File: config.mk
export PLATFORM = sky130hd
export DESIGN_NAME = sps_port
export DESIGN_NICKNAME = d
export VERILOG_FILES = /design/src/hw/sps_pkg.sv /design/src/hw/sps_port.sv
export SDC_FILE = /design/constraint.sdc
export NUM_CORES = 1
export LEC_CHECK = 0
export BUFFER_PORTS_ARGS = -buffer_cell sky130_fd_sc_hd__buf_2
export CAP_MARGIN = 0
export CORE_ASPECT_RATIO = 1.4
export CORE_MARGIN = 2
export CORE_UTILIZATION = 53
export CTS_CLUSTER_DIAMETER = 100
export DETAILED_ROUTE_END_ITERATION = 10
export PLACE_DENSITY_LB_ADDON = 0.05
export SLEW_MARGIN = 10
export SYNTH_ARGS = -nofsm -noshare
export SYNTH_HDL_FRONTEND = slang
export SYNTH_SLANG_ARGS = --single-unit
File: constraint.sdc
create_clock -name ref_clk -period 2.6 [get_ports ref_clk]
set_clock_uncertainty 0.1 [all_clocks]
set_input_delay 0.39 -clock ref_clk [delete_from_list [all_inputs] [get_ports ref_clk]]
set_output_delay 0.39 -clock ref_clk [all_outputs]
set_load 0.03 [all_outputs]
File: src/hw/sps_pkg.sv
// constants, register map and state types for the serial peripheral port
package sps_pkg;
   // register indices; byte address is four times the index
   localparam logic [7:0] IDX_CONTROL  = 8'h0A;
   localparam logic [7:0] IDX_STATUS   = 8'h0B;
   localparam logic [7:0] IDX_DATA     = 8'h0C;
   localparam logic [9:0] ADDR_CONTROL = {IDX_CONTROL, 2'b00};
   localparam logic [9:0] ADDR_STATUS  = {IDX_STATUS, 2'b00};
   localparam logic [9:0] ADDR_DATA    = {IDX_DATA, 2'b00};

   // control register fields
   localparam int CTL_IRQ_EN   = 7;
   localparam int CTL_PORT_EN  = 6;
   localparam int CTL_CSEL     = 4;
   localparam int CTL_IDLE_CLOCK_LEVEL     = 3;
   localparam int CTL_CLOCK_PHASE_SELECT     = 2;
   localparam int CTL_RATE_HI  = 1;
   localparam int CTL_RATE_LO  = 0;

   // status register fields
   localparam int STS_DONE     = 7;
   localparam int STS_WRITE_COLLISION_FLAG     = 6;
   localparam int STS_MODE_FAULT_FLAG     = 4;

   // master clock divide ratios per rate select code
   localparam int DIV_R00      = 2;
   localparam int DIV_R01      = 4;
   localparam int DIV_R10      = 16;
   localparam int DIV_R11      = 32;

   // shift length and the last of its sixteen clock edges
   localparam logic [3:0] BITS_PER_BYTE = 4'h8;
   localparam logic [4:0] LAST_EDGE     = 5'h0F;

   // reset values
   localparam logic [7:0] CTL_RESET     = 8'h00;
   localparam logic [3:0] SYNC_RESET    = 4'h8; // select idles high

   // synchroniser lanes
   localparam int LN_SCK  = 0;
   localparam int LN_MOSI = 1;
   localparam int LN_MISO = 2;
   localparam int LN_SS   = 3;

   typedef enum logic {ST_IDLE = 1'b0, ST_RUN = 1'b1} sps_state_e;
endpackage

File: src/hw/sps_port.sv
// serial peripheral port, master or slave, with APB register access
//
// Contract
// - unselected slave keeps its data output floating
// - unselected slave ignores clock and data input, no shifting
// - phase zero slave shows first bit before clock; select fall starts
// - phase zero with select low: data writes blocked, flagged as collision
// - phase one slave takes back-to-back bytes with select held low
// - master seeing select low drops master and enable, sets mode fault
// - master data write starts clock generation and shifting
// - completed byte copied to read buffer; data reads return it
// - data write loads shift register, sent out on mode's output
// - selected slave shifts data in on the master's clock
// - interrupt enable gates interrupt from done or mode fault flags
// - port enable connects pins and mode's output drivers
// - controller select: zero slave, one master; reset gives slave
// - idle clock level sets master's clock level between bytes
// - phase select picks capture and change edges
// - rate select divides clock by 2, 4, 16 or 32 as master
// - rate select ignored in slave mode
// - bytes move most significant bit first on both data lines
// - byte end sets done flag and fills read buffer together
// - enable and master refused while mode fault set, except clearing
//
// The APB register port was decided locally.
`timescale 1ns/100ps
module sps_port (
   // clock and reset
   input  wire logic        ref_clk,
   input  wire logic        rst,
   // apb slave
   input  wire logic        psel,
   input  wire logic        penable,
   input  wire logic        pwrite,
   input  wire logic [9:0]  paddr,
   input  wire logic [31:0] pwdata,
   output logic      [31:0] prdata,
   output logic             pready,
   output logic             pslverr,
   // serial pins
   input  wire logic        sck_in,
   output logic             sck_out,
   output logic             sck_oe,
   input  wire logic        mosi_in,
   output logic             mosi_out,
   output logic             mosi_oe,
   input  wire logic        miso_in,
   output logic             miso_out,
   output logic             miso_oe,
   input  wire logic        ss_n,
   // interrupt request
   output logic             irq
);

   // half period in processor clocks for a rate select code
   function automatic logic [4:0] half_of(input logic [1:0] r);
      unique case (r)
         2'b00: return 5'(sps_pkg::DIV_R00 / 2);
         2'b01: return 5'(sps_pkg::DIV_R01 / 2);
         2'b10: return 5'(sps_pkg::DIV_R10 / 2);
         2'b11: return 5'(sps_pkg::DIV_R11 / 2);
      endcase
   endfunction

   // pin synchronisers: three stages, a change counts once stages agree
   logic [3:0] sync1;
   logic [3:0] sync2;
   logic [3:0] sync3;
   logic [3:0] lvl;

   always_ff @(posedge ref_clk or posedge rst) begin
      if (rst) begin
         sync1 <= sps_pkg::SYNC_RESET;
         sync2 <= sps_pkg::SYNC_RESET;
         sync3 <= sps_pkg::SYNC_RESET;
         lvl   <= sps_pkg::SYNC_RESET;
      end else begin
         sync1 <= {ss_n, miso_in, mosi_in, sck_in};
         sync2 <= sync1;
         sync3 <= sync2;
         for (int i = 0; i < 4; i++) begin
            if (sync2[i] == sync3[i]) begin
               lvl[i] <= sync3[i];
            end
         end
      end
   end

   // state
   logic                   irq_en, port_en, csel, idle_clock_level, clock_phase_select;
   logic [1:0]             rate;
   logic                   done_flag, write_collision_flag_flag, mode_fault_flag_flag;
   logic                   done_armed, write_collision_flag_armed, mode_fault_flag_armed;
   sps_pkg::sps_state_e    state;
   logic [7:0]             shreg, rbuf;
   logic                   samp;
   logic [3:0]             bit_cnt;
   logic [4:0]             edge_cnt, div_cnt;

   logic                   next_irq_en, next_port_en, next_csel;
   logic                   next_idle_clock_level, next_clock_phase_select;
   logic [1:0]             next_rate;
   logic                   next_done_flag, next_write_collision_flag_flag, next_mode_fault_flag_flag;
   logic                   next_done_armed, next_write_collision_flag_armed;
   logic                   next_mode_fault_flag_armed;
   sps_pkg::sps_state_e    next_state;
   logic [7:0]             next_shreg, next_rbuf;
   logic                   next_samp;
   logic [3:0]             next_bit_cnt;
   logic [4:0]             next_edge_cnt, next_div_cnt;
   logic                   next_sck_out, next_sck_oe, next_mosi_oe;
   logic                   next_miso_oe, next_irq;
   logic [31:0]            next_prdata;
   logic                   next_pready, next_pslverr;

   // decoded events
   logic acc, wr, rd, sel, s_chg, m_tick, lead, trail;
   logic samp_evt, chg_evt, busy, rx_bit;
   logic [7:0] fin_val;
   logic       fin;

   // bus, engine and fault handling in priority order
   always_comb begin
      next_irq_en     = irq_en;
      next_port_en    = port_en;
      next_csel       = csel;
      next_idle_clock_level       = idle_clock_level;
      next_clock_phase_select       = clock_phase_select;
      next_rate       = rate;
      next_done_flag  = done_flag;
      next_write_collision_flag_flag  = write_collision_flag_flag;
      next_mode_fault_flag_flag  = mode_fault_flag_flag;
      next_done_armed = done_armed;
      next_write_collision_flag_armed = write_collision_flag_armed;
      next_mode_fault_flag_armed = mode_fault_flag_armed;
      next_state      = state;
      next_shreg      = shreg;
      next_rbuf       = rbuf;
      next_samp       = samp;
      next_bit_cnt    = bit_cnt;
      next_edge_cnt   = edge_cnt;
      next_div_cnt    = div_cnt;
      fin             = 1'b0;
      fin_val         = shreg;

      acc = psel && penable && pready;
      wr  = acc && pwrite;
      rd  = acc && !pwrite;
      sel = port_en && !csel && !lvl[sps_pkg::LN_SS];
      // slave sees a settled clock change only while selected
      s_chg = sel && (sync2[sps_pkg::LN_SCK] == sync3[sps_pkg::LN_SCK])
              && (sync3[sps_pkg::LN_SCK] != lvl[sps_pkg::LN_SCK]);
      m_tick = csel && (state == sps_pkg::ST_RUN)
               && (div_cnt == half_of(rate) - 5'h01);
      lead  = m_tick ? !edge_cnt[0]
                     : (s_chg && (sync3[sps_pkg::LN_SCK] != idle_clock_level));
      trail = m_tick ? edge_cnt[0]
                     : (s_chg && (sync3[sps_pkg::LN_SCK] == idle_clock_level));
      samp_evt = clock_phase_select ? trail : lead;
      chg_evt  = clock_phase_select ? lead : trail;
      rx_bit   = csel ? lvl[sps_pkg::LN_MISO] : lvl[sps_pkg::LN_MOSI];
      // phase zero slave is frozen from select fall
      busy = (state == sps_pkg::ST_RUN) || (sel && (!clock_phase_select
             || bit_cnt != 4'h0 || lvl[sps_pkg::LN_SCK] != idle_clock_level));

      // control register write; fault blocks enable and master bits
      if (wr && paddr == sps_pkg::ADDR_CONTROL) begin
         next_irq_en = pwdata[sps_pkg::CTL_IRQ_EN];
         next_idle_clock_level   = pwdata[sps_pkg::CTL_IDLE_CLOCK_LEVEL];
         next_clock_phase_select   = pwdata[sps_pkg::CTL_CLOCK_PHASE_SELECT];
         next_rate   = pwdata[sps_pkg::CTL_RATE_HI:sps_pkg::CTL_RATE_LO];
         if (!mode_fault_flag_flag || mode_fault_flag_armed) begin
            next_port_en = pwdata[sps_pkg::CTL_PORT_EN];
            next_csel    = pwdata[sps_pkg::CTL_CSEL];
         end else begin
            next_port_en = 1'b0;
            next_csel    = 1'b0;
         end
         if (mode_fault_flag_armed) begin
            next_mode_fault_flag_flag  = 1'b0;
            next_mode_fault_flag_armed = 1'b0;
         end
      end

      // status read arms the clearing sequences
      if (rd && paddr == sps_pkg::ADDR_STATUS) begin
         next_done_armed = done_flag;
         next_write_collision_flag_armed = write_collision_flag_flag;
         next_mode_fault_flag_armed = mode_fault_flag_flag;
      end

      // data read clears armed done and collision flags
      if (rd && paddr == sps_pkg::ADDR_DATA) begin
         if (done_armed) begin
            next_done_flag = 1'b0;
         end
         if (write_collision_flag_armed) begin
            next_write_collision_flag_flag = 1'b0;
         end
         next_done_armed = 1'b0;
         next_write_collision_flag_armed = 1'b0;
      end

      // data write: inhibited while done is unread, collides when busy
      if (wr && paddr == sps_pkg::ADDR_DATA) begin
         if (done_armed) begin
            next_done_flag = 1'b0;
         end
         if (write_collision_flag_armed && done_flag) begin
            next_write_collision_flag_flag = 1'b0;
         end
         next_done_armed = 1'b0;
         next_write_collision_flag_armed = 1'b0;
         if (done_flag && !done_armed) begin
            next_done_armed = 1'b0; // dropped quietly
         end else if (busy) begin
            next_write_collision_flag_flag = 1'b1;
         end else begin
            next_shreg = pwdata[7:0];
            next_bit_cnt = 4'h0;
            if (csel && port_en) begin
               next_state    = sps_pkg::ST_RUN;
               next_div_cnt  = 5'h00;
               next_edge_cnt = 5'h00;
            end
         end
      end

      // master clock divider and edge count
      if (state == sps_pkg::ST_RUN) begin
         next_div_cnt = m_tick ? 5'h00 : div_cnt + 5'h01;
         if (m_tick) begin
            next_edge_cnt = edge_cnt + 5'h01;
            if (edge_cnt == sps_pkg::LAST_EDGE) begin
               next_state = sps_pkg::ST_IDLE;
            end
         end
      end

      // leaving master mode mid byte abandons it instead of hanging busy
      if (!csel || !port_en) begin
         next_state = sps_pkg::ST_IDLE;
      end

      // capture edge: phase one ends the byte on its eighth capture
      if (samp_evt) begin
         next_samp    = rx_bit;
         next_bit_cnt = bit_cnt + 4'h1;
         if (clock_phase_select && bit_cnt == sps_pkg::BITS_PER_BYTE - 4'h1) begin
            fin     = 1'b1;
            fin_val = {shreg[6:0], rx_bit};
         end
      end

      // change edge: shift left so the msb leaves first
      if (chg_evt && bit_cnt != 4'h0) begin
         next_shreg = {shreg[6:0], samp};
         if (!clock_phase_select && bit_cnt == sps_pkg::BITS_PER_BYTE) begin
            fin     = 1'b1;
            fin_val = {shreg[6:0], samp};
         end
      end

      // byte complete: buffer and flag in the same cycle
      if (fin) begin
         next_shreg     = fin_val;
         next_rbuf      = fin_val;
         next_done_flag = 1'b1;
         next_bit_cnt   = 4'h0;
      end

      // deselected slave drops any partial byte
      if (!csel && !sel) begin
         next_bit_cnt = 4'h0;
      end

      // mode fault wins over any control write this cycle
      if (csel && !lvl[sps_pkg::LN_SS]) begin
         next_mode_fault_flag_flag = 1'b1;
         next_port_en   = 1'b0;
         next_csel      = 1'b0;
         next_state     = sps_pkg::ST_IDLE;
         next_bit_cnt   = 4'h0;
      end

      // pin drivers follow mode and enable
      next_sck_out = (next_state == sps_pkg::ST_RUN && m_tick) ? !sck_out
                   : (next_state == sps_pkg::ST_RUN) ? sck_out
                   : next_idle_clock_level;
      next_sck_oe  = next_port_en && next_csel;
      next_mosi_oe = next_port_en && next_csel;
      next_miso_oe = next_port_en && !next_csel
                     && !lvl[sps_pkg::LN_SS];
      next_irq     = next_irq_en && (next_done_flag || next_mode_fault_flag_flag);

      // register read mux, answered one cycle into the access phase
      next_pready  = psel && penable && !pready;
      next_pslverr = 1'b0;
      next_prdata  = prdata;
      if (psel && penable && !pready) begin
         next_prdata = 32'h0000_0000;
         unique case (paddr)
            sps_pkg::ADDR_CONTROL: begin
               next_prdata[sps_pkg::CTL_IRQ_EN]  = irq_en;
               next_prdata[sps_pkg::CTL_PORT_EN] = port_en;
               next_prdata[sps_pkg::CTL_CSEL]    = csel;
               next_prdata[sps_pkg::CTL_IDLE_CLOCK_LEVEL]    = idle_clock_level;
               next_prdata[sps_pkg::CTL_CLOCK_PHASE_SELECT]    = clock_phase_select;
               next_prdata[sps_pkg::CTL_RATE_HI:sps_pkg::CTL_RATE_LO] = rate;
            end
            sps_pkg::ADDR_STATUS: begin
               next_prdata[sps_pkg::STS_DONE] = done_flag;
               next_prdata[sps_pkg::STS_WRITE_COLLISION_FLAG] = write_collision_flag_flag;
               next_prdata[sps_pkg::STS_MODE_FAULT_FLAG] = mode_fault_flag_flag;
            end
            sps_pkg::ADDR_DATA: next_prdata[7:0] = rbuf;
            default: next_pslverr = 1'b1;
         endcase
      end
   end

   // register all state; outputs are flops
   always_ff @(posedge ref_clk or posedge rst) begin
      if (rst) begin
         irq_en     <= sps_pkg::CTL_RESET[sps_pkg::CTL_IRQ_EN];
         port_en    <= sps_pkg::CTL_RESET[sps_pkg::CTL_PORT_EN];
         csel       <= sps_pkg::CTL_RESET[sps_pkg::CTL_CSEL];
         idle_clock_level       <= sps_pkg::CTL_RESET[sps_pkg::CTL_IDLE_CLOCK_LEVEL];
         clock_phase_select       <= sps_pkg::CTL_RESET[sps_pkg::CTL_CLOCK_PHASE_SELECT];
         rate       <= sps_pkg::CTL_RESET[1:0];
         done_flag  <= 1'b0;
         write_collision_flag_flag  <= 1'b0;
         mode_fault_flag_flag  <= 1'b0;
         done_armed <= 1'b0;
         write_collision_flag_armed <= 1'b0;
         mode_fault_flag_armed <= 1'b0;
         state      <= sps_pkg::ST_IDLE;
         shreg      <= 8'h00;
         rbuf       <= 8'h00;
         samp       <= 1'b0;
         bit_cnt    <= 4'h0;
         edge_cnt   <= 5'h00;
         div_cnt    <= 5'h00;
         sck_out    <= 1'b0;
         sck_oe     <= 1'b0;
         mosi_out   <= 1'b0;
         mosi_oe    <= 1'b0;
         miso_out   <= 1'b0;
         miso_oe    <= 1'b0;
         irq        <= 1'b0;
         prdata     <= 32'h0000_0000;
         pready     <= 1'b0;
         pslverr    <= 1'b0;
      end else begin
         irq_en     <= next_irq_en;
         port_en    <= next_port_en;
         csel       <= next_csel;
         idle_clock_level       <= next_idle_clock_level;
         clock_phase_select       <= next_clock_phase_select;
         rate       <= next_rate;
         done_flag  <= next_done_flag;
         write_collision_flag_flag  <= next_write_collision_flag_flag;
         mode_fault_flag_flag  <= next_mode_fault_flag_flag;
         done_armed <= next_done_armed;
         write_collision_flag_armed <= next_write_collision_flag_armed;
         mode_fault_flag_armed <= next_mode_fault_flag_armed;
         state      <= next_state;
         shreg      <= next_shreg;
         rbuf       <= next_rbuf;
         samp       <= next_samp;
         bit_cnt    <= next_bit_cnt;
         edge_cnt   <= next_edge_cnt;
         div_cnt    <= next_div_cnt;
         sck_out    <= next_sck_out;
         sck_oe     <= next_sck_oe;
         mosi_out   <= next_shreg[7];
         mosi_oe    <= next_mosi_oe;
         miso_out   <= next_shreg[7];
         miso_oe    <= next_miso_oe;
         irq        <= next_irq;
         prdata     <= next_prdata;
         pready     <= next_pready;
         pslverr    <= next_pslverr;
      end
   end

   // helper: cycles since the master clock last toggled
   logic [4:0] gap;
   always_ff @(posedge ref_clk or posedge rst) begin
      if (rst) begin
         gap <= 5'h00;
      end else if (state != sps_pkg::ST_RUN || next_sck_out != sck_out) begin
         gap <= 5'h00;
      end else begin
         gap <= gap + 5'h01;
      end
   end
endmodule

==> results of run 1 <==
==> area by class of cell <==
cell class	instances	share of cell area
clock buffer	9	0.0290
inverter	18	0.0158
timing repair buffer	59	0.0819
tap	92	0.0269
multi-input combinational	243	0.373
clock inverter	7	0.0328
sequential	75	0.440
==> cell usage in the layout, fill, tap and decap left out, types with 6 or more instances in the layout <==
| master | count |
|---|---|
| a21oi_1 | 16 |
| a22o_1 | 6 |
| buf_2 | 43 |
| buf_4 | 14 |
| clkbuf_8 | 9 |
| conb_1 | 24 |
| dfrtp_1 | 71 |
| inv_1 | 17 |
| mux2_2 | 14 |
| nand2_1 | 24 |
| nand3_1 | 16 |
| nor2_1 | 24 |
| o21ai_0 | 18 |
==> kinds of logic (layout without fill, tap and decap cells) <==
| family | after synthesis | count (layout) | share of synthesized area |
|---|---|---|---|
| simple gates | 102 | 102 | 0.147 |
| compound gates | 83 | 83 | 0.160 |
| flops | 75 | 75 | 0.512 |
| buf+inv | 52 | 93 | 0.0807 |
| mux | 19 | 19 | 0.0566 |
| fa+ha+maj | 9 | 9 | 0.0279 |
| xor+xnor | 6 | 6 | 0.0143 |
| other cells | 1 | 24 | 0.00102 |
==> registers in the layout (all words and copies together), names as in the netlist, 2 cells and up <==
name,count
prdata,8
div_cnt,5
bit_cnt,4
sync2,4
sync3,4
lvl,4
shreg,8
sync1,4
rbuf,8
rate,2
edge_cnt,5
==> through the flow <==
stage	total power [mW]	worst slack [ns]	instances	utilization	hold slack (ns)
2_1_floorplan	1.34	0.187	370	-	0.231
3_3_place_gp	1.36	0.183	486	0.600	0.235
3_5_place_dp	1.37	0.166	486	0.600	0.238
4_1_cts	2.53	0.142	503	0.641	0.0214
5_1_grt	2.59	0.0459	503	0.642	0.0108
6_report	2.50	0.139	503	0.642	0.0376
==> cell usage after synthesis (all sizes together) (2+ instances only) <==
library cell | number | share of area
o21ai | 19 | 0.026
and2 | 2 | 0.0034
nor3b | 7 | 0.016
clkbuf | 5 | 0.0051
a22oi | 4 | 0.0082
nor4 | 4 | 0.0068
nor2b | 2 | 0.0034
nor3 | 2 | 0.0058
a21o | 5 | 0.010
xnor2 | 4 | 0.0095
o211ai | 5 | 0.012
nand2b | 3 | 0.0051
a31oi | 3 | 0.0051
inv | 18 | 0.018
xor2 | 2 | 0.0048
nor2 | 24 | 0.025
ha | 5 | 0.017
mux2 | 14 | 0.043
nand4 | 3 | 0.0051
nand3b | 2 | 0.0041
or2 | 2 | 0.0034
dfstp | 4 | 0.029
o31ai | 2 | 0.0041
and3 | 3 | 0.0051
a22o | 6 | 0.014
a32oi | 3 | 0.0072
o21a | 3 | 0.0061
a211oi | 2 | 0.0041
nand3 | 17 | 0.023
a21oi | 16 | 0.022
buf | 29 | 0.057
mux2i | 5 | 0.014
maj3 | 4 | 0.011
nand2 | 24 | 0.025
a221o | 5 | 0.014
dfrtp | 71 | 0.48
o2111ai | 3 | 0.0072
==> worst min path at each step <==
| stage | end |
|---|---|
| 3_5_place_dp | sync2[1] |
| 5_1_grt | sync1[3] |
| 4_1_cts | sync1[3] |
| 6_report | sync1[3] |
| 3_3_place_gp | sync2[2] |
| 2_1_floorplan | sync2[0] |
==> power groups by stage <==
stage	sequential [mW]	clock, mW	combinational (mW)
after detailed placement	1.23	0	0.140
after floorplan	1.22	0	0.119
after global routing	1.20	1.23	0.155
after CTS	1.20	1.18	0.141
after global placement	1.22	0	0.138
final	1.20	1.16	0.139
==> critical path: stages, from the launching register on <==
cell,delay (ns)
dfrtp_1,0.41
or4_4,0.57
o22ai_2,0.28
o211ai_2,0.18
a32o_2,0.35
or3_1,0.35
a31oi_1,0.13
==> repair_timing <==
item | 4_1_cts | 5_1_grt
hold buffers | 1 | 0
gates resized for setup | 0 | 2
hold endpoints to repair | 17 | 0
endpoints found under the setup margin | 0 | 7
==> per-layer routing <==
layer	GRT usage	share of wire	vias to the layer above	routed length, µm
met2	0.384	0.52	62	3940
met5	0	0	-	0
li1	-	-	1323	-
met4	0.0838	0.024	0	181
met3	0.0508	0.040	12	306
met1	0.253	0.41	1302	3130
==> results.yml, run 1 <==
outcome:
  outcome: "finished, final reports clean"
floorplan:
  initial_core_util: 0.552
  ioPinCount: 92
  fp.coreArea_um2: 6660
  fp.dieArea_um2: 7620
  die_h_um: 102
  fp-row-count: 35
  die_w_um: 74.4
route:
  routed_wl_um: 7560
  drc_errors: 0
  route.antenna.remaining_nets: 0
  via_count: 2699
  avgRoutedWirePerCell_um: 15.0
  firstDrtPassIters: 4
  drt_iter0_markers: 153
  via_per_inst: 5.37
synthesis:
  synthFlopType: "dfrtp_1"
  synth-edff-count: 0
  synth-seq-area-share: 0.512
  syn_inst: 347
  async_reset_ff_frac: 1.00
  synth_area_um2: 3670
  avgSynthCellArea_um2: 10.6
  synth.distinct_cells: 57
  yosysWarningCount: 0
  ys_ff_latch: 75
timing:
  worstMarginPinSlew_ns: 0.555
  fmax_mhz: 406
  fin_setup_tns_ns: 0
  timing.final.crit_share: 0.946
  drv_slew: 0
  grt_setup_unrepaired: "false"
  slew_headroom: 0.626
  setup_viol: 0
  hold_violations: 0
  timing.final.crit_period_ns: 2.46
global_routing:
  grt_usage: 0.217
  grt_pass1_wl_um: 12300
  grt_max_degree: 43
  gr-total-overflow: 0
  antenna_found_initial: 0
  grt_pass1_vias: 2684
setup_path:
  cp-endpoint: "bit_cnt[3]"
  reg2reg_to: "bit_cnt[3]"
  crit_arrival_ns: 2.63
  crit_path_max_fanout: 6
  r2r-start: "rate[1]"
  path_class: "reg2reg"
  ff2ff_setup_slack_ns: 0.14
  cp-startpoint: "rate[1]"
  worstPathRequired_ns: 2.77
  ff2ff_path_depth: 6
  critPathCaptureType: "register"
  cp-start-kind: "register"
clocking:
  clkLatencyLatePin_ns: 0.35
  clk_pin_slew_worst_paths_ns: 0.08
  post_cts_buffers: 0
  cts-root-buf: "clkbuf_8"
  cts_tree: "done"
  cts_buffers: 9
  clockBufferDepth: 2
  clock_sink_count: 75
  htree_levels: 3
power:
  peakVddDrop_uv: 589
  swShare: 0.216
  leakagePower_nw: 2.01
  clkPwrFrac: 0.463
  p_per_area_nw_per_um2: 584
  p_sw_mw: 0.539
  p_seq_frac: 0.482
  p_int_mw: 1.96
  share_comb_of_total_power: 0.056
worst_hold_path:
  whs_path_depth: 1
  hp-start: "ss_n"
  holdCritPathClass: "in2reg"
placement:
  io_buffers: 43
  gp_congestion: 0.877
  hpwlAfterDp_um: 5650
  place_area_um2: 3990
cells_and_area:
  num_antenna_cells: 0
  drive_gt1_frac: 0.258
  syn_to_final_growth_pct: 16.4
  design_area_um2: 4280
  seqCellArea_um2: 1880
  multi_input_area_um2: 1600
  nets: 462
  fillers: 564
job:
  cap_violations: 0
No activity file was read; power rests on OpenSTA's default activity.
==> run 2: changes to the inputs <==
--- a/config.mk
+++ b/config.mk
@@ -6,13 +6,14 @@
 export NUM_CORES = 1
 export LEC_CHECK = 0
 export BUFFER_PORTS_ARGS = -buffer_cell sky130_fd_sc_hd__buf_2
-export CAP_MARGIN = 0
+export CAP_MARGIN = 25
 export CORE_ASPECT_RATIO = 1.4
 export CORE_MARGIN = 2
 export CORE_UTILIZATION = 53
 export CTS_CLUSTER_DIAMETER = 100
 export DETAILED_ROUTE_END_ITERATION = 10
 export PLACE_DENSITY_LB_ADDON = 0.05
+export SKIP_LAST_GASP = 1
 export SLEW_MARGIN = 10
 export SYNTH_ARGS = -nofsm -noshare
 export SYNTH_HDL_FRONTEND = slang
==> constraint.sdc (replaced) <==
create_clock -name ref_clk -period 2.6 [get_ports ref_clk]
set_clock_uncertainty 0.1 [all_clocks]
set_input_delay 0.13 -clock ref_clk [delete_from_list [all_inputs] [get_ports ref_clk]]
set_output_delay 0.13 -clock ref_clk [all_outputs]
set_load 0.03 [all_outputs]
==> run 2 against run 1 <==
Effect of this change:
- die area stayed put
- maximum frequency grew 0.89%
- flip-flop and latch count did not move
- worst hold slack got worse by 0.016 ns
- critical path depth is the same
- total power is 11% lower
- count of clock-buffer cells in the layout increased by 1
- first-iteration DRC count grew 12%
- via count rose by 1.9%
- combinational power increased by 9%
- wire length fell by 1.9%
- setup slack better by 0.022 ns
==> results.yml, run 2 (synthesis results as in run 1) <==
cells_and_area:
  biggestRegsByFlops: "prdata x8, rbuf x8, shreg x8"
  nets: 469
  drive_gt1_frac: 0.239
  fillers: 584
  design_area_um2: 4290
  num_antenna_cells: 0
  final_common_cell: "dfrtp_1"
  final_util: 0.644
  final_cell_mix: "dfrtp_1 (71), buf_2 (43), nand2_1 (24), nor2_1 (24), conb_1 (24)"
  syn_to_final_growth_pct: 16.8
  instances_no_fill: 510
route:
  route.antenna.remaining_nets: 0
  via_count: 2749
  avgRoutedWirePerCell_um: 14.5
  via_per_inst: 5.39
  drc_errors: 0
  drt_iter0_markers: 172
  firstDrtPassIters: 4
  routed_wl_um: 7420
floorplan:
  fp.dieArea_um2: 7620
  fp.coreArea_um2: 6660
  initial_core_util: 0.552
  ioPinCount: 92
  fp-row-count: 35
  die_h_um: 102
  die_w_um: 74.4
clocking:
  clockBufferDepth: 2
  cts-root-buf: "clkbuf_8"
  cts_buffers: 9
  htree_levels: 3
  clock_sink_count: 75
  cts_tree: "done"
  clkLatencyLatePin_ns: 0.35
  clk_pin_slew_worst_paths_ns: 0.08
global_routing:
  grt_max_degree: 42
  grt_usage: 0.212
  gr-total-overflow: 0
  grt_pass1_wl_um: 12000
  grt_pass1_vias: 2564
  antenna_found_initial: 0
placement:
  place_area_um2: 3960
  place_ws_ns: 0.166
  io_buffers: 43
  hpwlAfterDp_um: 5390
  gp_congestion: 0.870
  place_inst: 482
timing:
  setup_slack_ns: 0.161
  hold_violations: 0
  worstMarginPinSlew_ns: 0.771
  timing.final.crit_period_ns: 2.44
  timing.final.crit_share: 0.938
  setup_viol: 0
  slew_headroom: 0.483
  drv_slew: 0
  fmax_mhz: 410
  grt_setup_unrepaired: "true"
  hold_slack_ns: 0.0216
  fin_setup_tns_ns: 0
job:
  cap_violations: 0
setup_path:
  crit_path_max_fanout: 9
  path_class: "reg2reg"
  worstPathRequired_ns: 2.73
  cp-start-kind: "register"
  crit_arrival_ns: 2.57
  critPathCaptureType: "register"
power:
  p_seq_frac: 0.540
  finalPower_mw: 2.23
  swShare: 0.246
  share_comb_of_total_power: 0.068
  p_int_mw: 1.68
  p_per_area_nw_per_um2: 520
  clkPwrFrac: 0.392
  peakVddDrop_uv: 353
  leakagePower_nw: 2.01
  p_sw_mw: 0.549
worst_hold_path:
  holdCritPathClass: "in2reg"
outcome:
  outcome: "finished, final reports clean"
[run 2: cell count changes in the layout (fill, tap and decap cells not counted), moves of 2 or more]
cell / previous run / this run
clkinvlp_4: 2 / 0
bufinv_16: 4 / 1
clkinv_4: 0 / 3
buf_4: 14 / 10
dlygate4sd3_1: 1 / 12
[run 2: power groups by stage]
stage	clock network, mW	logic, mW	registers (mW)
detailed placement	0	0.138	1.23
global placement	0	0.136	1.22
finish	0.875	0.152	1.20
global route	0.957	0.167	1.20
CTS	0.908	0.152	1.20
floorplan	0	0.119	1.22
[run 2: layout make-up]
type	count	area [µm²]	share of cell area
inverter	18	67.6	0.0158
clock inverter	6	66.3	0.0155
timing repair buffer	66	430	0.100
multi-input combinational	243	1600	0.373
sequential	75	1880	0.439
clock buffer	10	128	0.0298
tap	92	115	0.0268
[run 2: critical path, stage by stage (launching register included)]
cell and delay, ns:
dfrtp_1 0.43, or4_4 0.57, nor3_4 0.25, o21ai_1 0.17, and2_1 0.30, or2_2 0.32, a22o_1 0.19
[run 2: what timing repair did]
action / CTS / global route
endpoints found under the setup margin: 0 / 4
hold buffers: 12 / 0
hold endpoints to repair: 45 / 0
gates resized for setup: 0 / 2
buffers inserted: 0 / 0
[run 2: metal layers]
metal  share of wire  track usage  up-vias
met1            0.43        0.268     1340
met4           0.031        0.126        0
met2            0.51        0.343       61
met5               0            0        -
met3           0.030       0.0332       15
li1                -            -     1333
[run 2: final timing paths]
| kind | endpoint | slack (ns) | startpoint | cells past startpoint |
|---|---|---|---|---|
| max | edge_cnt[1] | 0.16 | div_cnt[1] | 6 |
| min | mosi_oe | 0.02 | pwdata[4] | 3 |
| max reg2reg | edge_cnt[1] | 0.16 | div_cnt[1] | 6 |
| min reg2reg | sync2[2] | 0.25 | sync1[2] | 0 |
| max in group asynchronous | shreg[0] | 1.37 | rst | 4 |
| min in group asynchronous | mode_fault_flag_flag | 0.35 | rst | 3 |
